### src/rtl/tcgp_pkg.sv
// Constants, mode codes and state type for the gated/compare timer.
// Assumes a single system clock; every user holds this package by import.
//
// Behaviour
// - Compare mode counts only prescaled system clock
// - Compare interval is (compare-start+1) times prescale
// - Gated mode counts only while input active
// - Gated interrupt on deassertion and on reload
// - Gated reload interrupts and restarts count at 0001H
// - Gated reload toggles output when output enabled
// - Single PWM: idle pol, match active, reload idle
// - Capture count on polarity-selected input edge
// - Compare output equals polarity, inverts per reload
// - Gated polarity picks count level, interrupt edge
// - Capture/compare starts on first edge, then captures
// - Dual PWM: complementary outputs, polarity inverts all
// - Dual PWM delay cycles before outputs go active
package tcgp_pkg;

    // ------------------------------------------------------------
    // Widths
    // ------------------------------------------------------------
    localparam int CNT_W   = 16;            // Counter width
    localparam int MODE_W  = 3;             // Mode field width
    localparam int PRESC_W = 3;             // Prescale exponent width
    localparam int PDIV_W  = 7;             // Prescale divider width (up to 128)
    localparam int DLY_W   = 3;             // Deadband delay field width

    // ------------------------------------------------------------
    // Reset values
    // ------------------------------------------------------------
    localparam logic [CNT_W-1:0]  COUNT_RST   = 16'h0001; // Count after reset
    localparam logic [CNT_W-1:0]  COUNT_RESTART = 16'h0001; // Count after reload
    localparam logic [CNT_W-1:0]  CAPT_RST    = 16'h0000; // Capture register reset
    localparam logic [PDIV_W-1:0] PDIV_RST    = 7'h00;    // Divider reset
    localparam logic [DLY_W-1:0]  DLY_RST     = 3'h0;     // Deadband counter reset

    // ------------------------------------------------------------
    // Mode codes
    // ------------------------------------------------------------
    localparam logic [MODE_W-1:0] MODE_COMPARE  = 3'h0;
    localparam logic [MODE_W-1:0] MODE_GATED    = 3'h1;
    localparam logic [MODE_W-1:0] MODE_CAPTURE  = 3'h2;
    localparam logic [MODE_W-1:0] MODE_CAPCMP   = 3'h3;
    localparam logic [MODE_W-1:0] MODE_PWM_SGL  = 3'h4;
    localparam logic [MODE_W-1:0] MODE_PWM_DUAL = 3'h5;

    // ------------------------------------------------------------
    // Run state, one-hot
    // ------------------------------------------------------------
    typedef enum logic [2:0] {
        TCGP_IDLE  = 3'b001,   // Disabled
        TCGP_ARMED = 3'b010,   // Waiting for first input edge
        TCGP_RUN   = 3'b100    // Counting
    } tcgp_state_t;

endpackage : tcgp_pkg

### src/rtl/tcgp_deadband.sv
// Deadband delay stage for one PWM output.
// Assumes req is a level on the same clock; act_q rises delay+1 cycles
// after req rises and falls one cycle after req falls.
`timescale 1ns/1ps

module tcgp_deadband
    import tcgp_pkg::*;
(
    // Clock, reset, enable
    input  wire logic             clk,
    input  wire logic             rst,
    input  wire logic             ce,
    // Request and delay
    input  wire logic             req,
    input  wire logic [DLY_W-1:0] delay,
    // Delayed active level
    output logic                  act_q
);

    // ------------------------------------------------------------
    // State
    // ------------------------------------------------------------
    logic [DLY_W-1:0] cnt_q;   // Cycles waited so far
    logic [DLY_W-1:0] cnt_d;
    logic             act_d;

    // Next-state: release at once, assert only after the delay
    always_comb begin
        cnt_d = cnt_q;
        act_d = act_q;
        if (!req) begin
            cnt_d = DLY_RST;
            act_d = 1'b0;
        end else if (!act_q) begin
            if (cnt_q == delay) begin
                act_d = 1'b1;
            end else begin
                cnt_d = cnt_q + 3'h1;
            end
        end
    end

    // Registers; clock enable freezes them
    always_ff @(posedge clk) begin
        if (rst) begin
            cnt_q <= DLY_RST;
            act_q <= 1'b0;
        end else if (ce) begin
            cnt_q <= cnt_d;
            act_q <= act_d;
        end
    end

endmodule : tcgp_deadband

### src/rtl/tcgp_timer.sv
// Sixteen-bit timer with compare, gated, capture, capture/compare and
// single/dual PWM modes. Configuration arrives as plain ports from a
// register block outside; the timer input pin is asynchronous.
`timescale 1ns/1ps

module tcgp_timer
    import tcgp_pkg::*;
(
    // Clock, reset, clock enable
    input  wire logic              clk,
    input  wire logic              rst,
    input  wire logic              ce,
    // Control
    input  wire logic              timer_enable,
    input  wire logic [MODE_W-1:0] mode,
    input  wire logic              input_polarity_select,
    input  wire logic [PRESC_W-1:0] prescale,
    input  wire logic [DLY_W-1:0]  pwm_deadband_delay,
    input  wire logic              gated_out_enable,
    // Values
    input  wire logic [CNT_W-1:0]  reload_value,
    input  wire logic [CNT_W-1:0]  pwm_value,
    input  wire logic              count_load,
    input  wire logic [CNT_W-1:0]  count_load_value,
    // Timer pins
    input  wire logic              timer_in,
    output logic                   timer_out,
    output logic                   timer_out_comp,
    // Status
    output logic [CNT_W-1:0]       count,
    output logic [CNT_W-1:0]       capture_value,
    output logic                   capture_strobe,
    output logic                   timer_irq,
    output logic                   timer_running
);

    // ------------------------------------------------------------
    // Prescale decode
    // ------------------------------------------------------------
    // Terminal divider value for a 2**prescale division
    function automatic logic [PDIV_W-1:0] presc_last(input logic [PRESC_W-1:0] p);
        logic [PDIV_W:0] one_hot;
        one_hot    = '0;
        one_hot[p] = 1'b1;
        presc_last = PDIV_W'(one_hot - 8'h01);
    endfunction : presc_last

    // ------------------------------------------------------------
    // Input synchroniser
    // ------------------------------------------------------------
    logic sync1_q;   // First stage, read only by second stage
    logic sync2_q;   // Safe level
    logic prev_q;    // Previous safe level for edge detect

    // Two flops against metastability, a third for edges
    always_ff @(posedge clk) begin
        if (rst) begin
            sync1_q <= 1'b0;
            sync2_q <= 1'b0;
            prev_q  <= 1'b0;
        end else if (ce) begin
            sync1_q <= timer_in;
            sync2_q <= sync1_q;
            prev_q  <= sync2_q;
        end
    end

    logic in_rise;      // Rising edge of synchronised input
    logic in_fall;      // Falling edge
    logic sel_edge;     // Edge chosen by polarity
    logic deassert;     // Input leaving its active level
    logic in_active;    // Input at its active level

    assign in_rise   = sync2_q & ~prev_q;
    assign in_fall   = ~sync2_q & prev_q;
    assign sel_edge  = input_polarity_select ? in_fall : in_rise;
    assign deassert  = input_polarity_select ? in_rise : in_fall;
    assign in_active = sync2_q ^ input_polarity_select;

    // ------------------------------------------------------------
    // Run state machine
    // ------------------------------------------------------------
    tcgp_state_t state_q;
    tcgp_state_t state_d;

    // Disabled drops to idle; capture/compare waits for its first edge
    always_comb begin
        state_d = state_q;
        case (state_q)
            TCGP_IDLE: begin
                if (timer_enable) begin
                    state_d = (mode == MODE_CAPCMP) ? TCGP_ARMED : TCGP_RUN;
                end
            end
            TCGP_ARMED: begin
                if (!timer_enable) begin
                    state_d = TCGP_IDLE;
                end else if (sel_edge) begin
                    state_d = TCGP_RUN;
                end
            end
            TCGP_RUN: begin
                if (!timer_enable) begin
                    state_d = TCGP_IDLE;
                end
            end
            default: begin
                state_d = TCGP_IDLE;
            end
        endcase
    end

    always_ff @(posedge clk) begin
        if (rst) begin
            state_q <= TCGP_IDLE;
        end else if (ce) begin
            state_q <= state_d;
        end
    end

    // ------------------------------------------------------------
    // Prescaler and counter
    // ------------------------------------------------------------
    logic [PDIV_W-1:0] pdiv_q;       // Prescale divider
    logic [PDIV_W-1:0] pdiv_d;
    logic [CNT_W-1:0]  count_q;      // Main count
    logic [CNT_W-1:0]  count_d;
    logic [CNT_W-1:0]  capt_q;       // Captured count
    logic [CNT_W-1:0]  capt_d;
    logic              capt_stb_q;   // Capture pulse
    logic              capt_stb_d;
    logic              irq_q;        // Interrupt pulse
    logic              irq_d;
    logic              phase_q;      // Output phase: 1 = active
    logic              phase_d;

    logic cnt_allow;   // Counting permitted this cycle
    logic tick;        // One prescaled count step
    logic reload_evt;  // Count hit the reload value
    logic match_evt;   // Count hit the PWM value
    logic capt_evt;    // Capture edge accepted
    logic is_pwm;      // Either PWM mode

    // Count source is always the system clock; the pin only gates it
    assign cnt_allow  = (state_q == TCGP_RUN) &&
                        ((mode != MODE_GATED) || in_active);
    assign tick       = cnt_allow && (pdiv_q == presc_last(prescale));
    assign reload_evt = tick && (count_q == reload_value);
    assign match_evt  = tick && (count_q == pwm_value);
    assign capt_evt   = (state_q == TCGP_RUN) && sel_edge &&
                        ((mode == MODE_CAPTURE) || (mode == MODE_CAPCMP));
    assign is_pwm     = (mode == MODE_PWM_SGL) || (mode == MODE_PWM_DUAL);

    // Next values for divider, count, capture, interrupt and phase
    always_comb begin
        pdiv_d     = pdiv_q;
        count_d    = count_q;
        capt_d     = capt_q;
        capt_stb_d = 1'b0;
        irq_d      = 1'b0;
        phase_d    = phase_q;

        // Divider only runs while counting is allowed, so a gate pause
        // keeps the partial prescale period instead of losing it
        if (!cnt_allow) begin
            pdiv_d = pdiv_q;
        end else if (tick) begin
            pdiv_d = PDIV_RST;
        end else begin
            pdiv_d = pdiv_q + 7'h01;
        end
        if (state_q == TCGP_IDLE) begin
            pdiv_d = PDIV_RST;
        end

        // Count: software load wins over a step in the same cycle
        if (count_load) begin
            count_d = count_load_value;
        end else if (reload_evt) begin
            count_d = COUNT_RESTART;
        end else if (tick) begin
            count_d = count_q + 16'h0001;
        end

        // Capture of the running count
        if (capt_evt) begin
            capt_d     = count_q;
            capt_stb_d = 1'b1;
        end

        // Interrupt sources
        if (reload_evt) begin
            irq_d = 1'b1;
        end
        if ((state_q == TCGP_RUN) && (mode == MODE_GATED) && deassert) begin
            irq_d = 1'b1;
        end
        if (capt_evt) begin
            irq_d = 1'b1;
        end

        // Output phase
        if (state_q == TCGP_IDLE) begin
            phase_d = 1'b0;
        end else if (is_pwm) begin
            if (reload_evt) begin
                phase_d = 1'b0;
            end else if (match_evt) begin
                phase_d = 1'b1;
            end
        end else if (mode == MODE_COMPARE) begin
            if (reload_evt) begin
                phase_d = ~phase_q;
            end
        end else if (mode == MODE_GATED) begin
            if (reload_evt && gated_out_enable) begin
                phase_d = ~phase_q;
            end
        end
    end

    always_ff @(posedge clk) begin
        if (rst) begin
            pdiv_q     <= PDIV_RST;
            count_q    <= COUNT_RST;
            capt_q     <= CAPT_RST;
            capt_stb_q <= 1'b0;
            irq_q      <= 1'b0;
            phase_q    <= 1'b0;
        end else if (ce) begin
            pdiv_q     <= pdiv_d;
            count_q    <= count_d;
            capt_q     <= capt_d;
            capt_stb_q <= capt_stb_d;
            irq_q      <= irq_d;
            phase_q    <= phase_d;
        end
    end

    // ------------------------------------------------------------
    // Dual PWM deadband
    // ------------------------------------------------------------
    logic out_act;    // Main output allowed active
    logic comp_act;   // Complement allowed active

    // Both edges toward the active level are held back by the delay,
    // so the two outputs are never active together
    tcgp_deadband u_db_out (
        .clk   (clk),
        .rst   (rst),
        .ce    (ce),
        .req   (phase_q),
        .delay (pwm_deadband_delay),
        .act_q (out_act)
    );

    tcgp_deadband u_db_comp (
        .clk   (clk),
        .rst   (rst),
        .ce    (ce),
        .req   (~phase_q),
        .delay (pwm_deadband_delay),
        .act_q (comp_act)
    );

    // ------------------------------------------------------------
    // Output pins
    // ------------------------------------------------------------
    logic out_q;     // Registered timer output
    logic out_d;
    logic comp_q;    // Registered complement
    logic comp_d;

    // Active level is the inverse of the polarity bit in every mode
    always_comb begin
        if (mode == MODE_PWM_DUAL) begin
            out_d  = out_act ^ input_polarity_select;
            comp_d = comp_act ^ input_polarity_select;
        end else begin
            out_d  = phase_q ^ input_polarity_select;
            comp_d = ~out_d;
        end
    end

    always_ff @(posedge clk) begin
        if (rst) begin
            out_q  <= 1'b0;
            comp_q <= 1'b1;
        end else if (ce) begin
            out_q  <= out_d;
            comp_q <= comp_d;
        end
    end

    // ------------------------------------------------------------
    // Status outputs, all from flops
    // ------------------------------------------------------------
    assign timer_out      = out_q;
    assign timer_out_comp = comp_q;
    assign count          = count_q;
    assign capture_value  = capt_q;
    assign capture_strobe = capt_stb_q;
    assign timer_irq      = irq_q;
    assign timer_running  = (state_q == TCGP_RUN);

endmodule : tcgp_timer

### config.mk
export PLATFORM = sky130hd
export DESIGN_NAME = tcgp_timer
export DESIGN_NICKNAME = d
export VERILOG_FILES = /design/src/rtl/tcgp_pkg.sv /design/src/rtl/tcgp_deadband.sv /design/src/rtl/tcgp_timer.sv
export SDC_FILE = /design/constraint.sdc
export NUM_CORES = 1
export LEC_CHECK = 0
export ABC_CLOCK_PERIOD_IN_PS = 6000
export BUFFER_PORTS_ARGS = -buffer_cell sky130_fd_sc_hd__buf_2
export CAP_MARGIN = 20
export CORE_ASPECT_RATIO = 0.75
export CORE_UTILIZATION = 28
export DETAILED_ROUTE_END_ITERATION = 7
export PLACE_DENSITY_LB_ADDON = 0.15
export SLEW_MARGIN = 20
export SYNTH_ARGS = -nofsm -noshare
export SYNTH_HDL_FRONTEND = slang
export SYNTH_SLANG_ARGS = --single-unit
export TNS_END_PERCENT = 30
### constraint.sdc
create_clock -name clk -period 6 [get_ports clk]
set_input_delay 1.2 -clock clk [delete_from_list [all_inputs] [get_ports clk]]
set_output_delay 1.2 -clock clk [all_outputs]
set_load 0.1 [all_outputs]
==> results.ini <==
[run_status]
outcome = finished clean

[route]
finalWirelength_um = 11400
ant_nets = 0
drc_errors = 0
drtIter0Drc = 209
vias = 3500
first_pass_iters = 4
via_per_inst = 5.11
wl_per_cell_um = 16.7

[critical_path]
path_class = input port to register
cp_cell_sequence = buf_2, or3_1, ha_1, xnor2_1, nand4bb_1, a311o_1, a22o_1, o21ai_1, o21ai_0, a32o_1
crit_arrival_ns = 4.39
cpPeakStageDelay_ns = 0.74
cp-end-kind = register
crit_slowest_cell = o21ai_1
crit_required_ns = 6.22
cp_max_fo = 12
startpoint_type = input port

[grt]
grt_pass1_wl_um = 18000
grt_pass1_vias = 3288
grt_usage_pct = 17.9
antenna_found_initial = 0
overflow = 0
grt_start_max_net_pins = 40

[yosys]
yosys-top-cells-area = dfxtp_1 33%, xnor2_1 10%, nor2_1 6.2%, mux2i_1 5.4%, xor2_1 3.5%
synthAdderAreaFrac_pct = 1.78
synth_seq_cells = 58
syn_inst = 429
synth.top_cell.area_share_pct = 33.0
seq_area_frac_synth_pct = 33.0
async_flop_share_pct = 0
ys_warn_count = 0
synth_simple_gate_area_share_pct = 21.9
syn_area_per_cell_sq_um = 8.21
synth_area_sq_um = 3520
yosys_most_used_dff = dfxtp_1
synth_area_leader_cell = dfxtp_1
synth_top_family_by_area = simple AND/OR/NAND/NOR gates
synth_xor_area_share_pct = 13.7
ys_types = 63
syn-num-nets = 499
synth_compound_area_share_pct = 19.7
synthMuxAreaShare_pct = 5.72
synth-edff-count = 0

[cts]
cts_resized = 0
cts-buffers-inserted = 9
path_clk_slew_ns = 0.05
cts_htree_levels = 3
cts_setup_buffers = 0
clock_latency_ns = 0.33
cts_sinks = 58
postCtsHoldBufs = 0
cts_tree = yes
root_buffer = clkbuf_16
clockBufferDepth = 2

[die]
start_util_pct = 28.7
die_w_um = 132
ioPinCount = 102
core_sq_um = 12300
rows = 35
die_area_sq_um = 13000
die_h_um = 99.1

[layout]
antennaDiodeCount = 0
final_util_pct = 36.0
multi_input_area_sq_um = 2220
layout_common_cells = 101 x buf_2, 58 x nor2_1, 58 x dfxtp_1, 41 x xnor2_1, 28 x nand2_1
num-fill-cells = 1307
seq_area_sq_um = 1160
mostFrequentLayoutCell = buf_2
final_nets = 586
syn2layout_area_growth_pct = 25.4
drive_above_1_share_pct = 24.5

[placement]
place_hpwl_um = 8330
routabilityCongestion = 0.829
port_buffers = 101
dp_slack_ns = 1.58

[worst_hold_path]
hold_class = register to register

[sta]
final_max_slew_viol_count = 0
period_share_pct = 69.5
report.final.setup_viol = 0
setup_tns_ns = 0
period_minus_slack_ns = 4.17
hold_violations = 0
clock-skew-final_ns = 0.00662
whs_ns = 0.461
slew_headroom_pct = 39.6
rsz0062_at_grt = false
max_freq_mhz = 240
timing.final.ws_setup_ns = 1.83
worstMarginPinSlew_ns = 0.900

[power]
switching_share_pct = 29.5
pwr-share-seq_pct = 38.2
clkPwrFrac_pct = 43.8
power_switching_uw = 329
p_comb_share_pct = 18.0
power.density_nw_per_um2 = 253
p_leak_nw = 1.88
cellInternalPower_uw = 787
ir_worst_vdd_uv = 144

[run]
drv_cap = 0

-- worst paths after layout --
path              cells after the start            from  slack, ns        endpoint
setup / recovery                     10     prescale[0]       1.83       count[15]
hold / removal                        2  capture_strobe       0.46  capture_strobe
setup reg to reg                      7      state_q[2]       3.04       count[15]
hold reg to reg                       2  capture_strobe       0.46  capture_strobe
-- critical path, delay by kind of cell --
kind / cells / cell delay [ns]
buffers and inverters: 1 / 0.15
adders and majority gates: 1 / 0.29
AOI/OAI and AO/OA: 5 / 1.95
and+or+nand+nor: 2 / 0.60
xor gates and xnor gates: 1 / 0.20
-- cells in the mapped netlist (7+ instances only) --
cell and count:
o21ai_0 10, nor2_1 58, a32o_1 10, nand2_1 29, o21ai_1 7, nand3_1 7, and3_1 10, mux2i_1 19
a21oi_1 23, nand4_1 10, clkbuf_1 18, xnor2_1 41, dfxtp_1 58, nor3_1 8, xor2_1 14, inv_1 11
-- logic make-up (layout without fill, tap and decap cells) --
| group | count (synthesis) | count (layout) |
|---|---|---|
| XOR/XNOR | 55 | 55 |
| flip-flops | 58 | 58 |
| buffers and inverters | 38 | 128 |
| multiplexers | 20 | 20 |
| adder cells (fa/ha/maj) | 5 | 5 |
| AO/OA/AOI/OAI | 97 | 97 |
| AND/OR/NAND/NOR | 156 | 156 |
-- through the flow --
stage	power [mW]	cell area, sq um	cells
2_1_floorplan	0.575	3520	429
3_3_place_gp	0.632	4140	671
3_5_place_dp	0.635	4140	671
4_1_cts	1.13	4410	685
5_1_grt	1.17	4420	685
6_report	1.12	4420	685
-- power groups by stage --
stage | clock (mW) | combinational [mW] | sequential (mW)
floorplan | 0 | 0.106 | 0.469
global placement | 0 | 0.199 | 0.433
detailed placement | 0 | 0.201 | 0.434
CTS | 0.501 | 0.202 | 0.426
global route | 0.520 | 0.219 | 0.428
finish | 0.489 | 0.201 | 0.426
-- area by class of cell --
type	instances	area share (%)
Clock buffer	10	5.18
Multi-Input combinational cell	333	50.2
Inverter	12	1.02
Tap cell	166	4.70
Sequential cell	58	26.3
Timing Repair Buffer	102	11.6
Clock inverter	4	1.02
-- state kept, by name, indices dropped and copies added (netlist names), 3 cells and up --
signal           flops
capture_value       16
pdiv_q               7
u_db_comp.cnt_q      3
count               16
state_q              3
u_db_out.cnt_q       3
-- metal layers --
| metal | routed length [um] | vias up | GRT usage [%] | part of all wire [%] |
|---|---|---|---|---|
| met5 | 0 | - | 0 | 0 |
| met4 | 93 | 0 | 6.35 | 0.81 |
| met3 | 868 | 9 | 4.84 | 7.6 |
| met2 | 4910 | 136 | 27.0 | 43 |
| met1 | 5540 | 1647 | 24.4 | 49 |
| li1 | - | 1708 | - | - |
No activity file was read; power rests on OpenSTA's default activity.
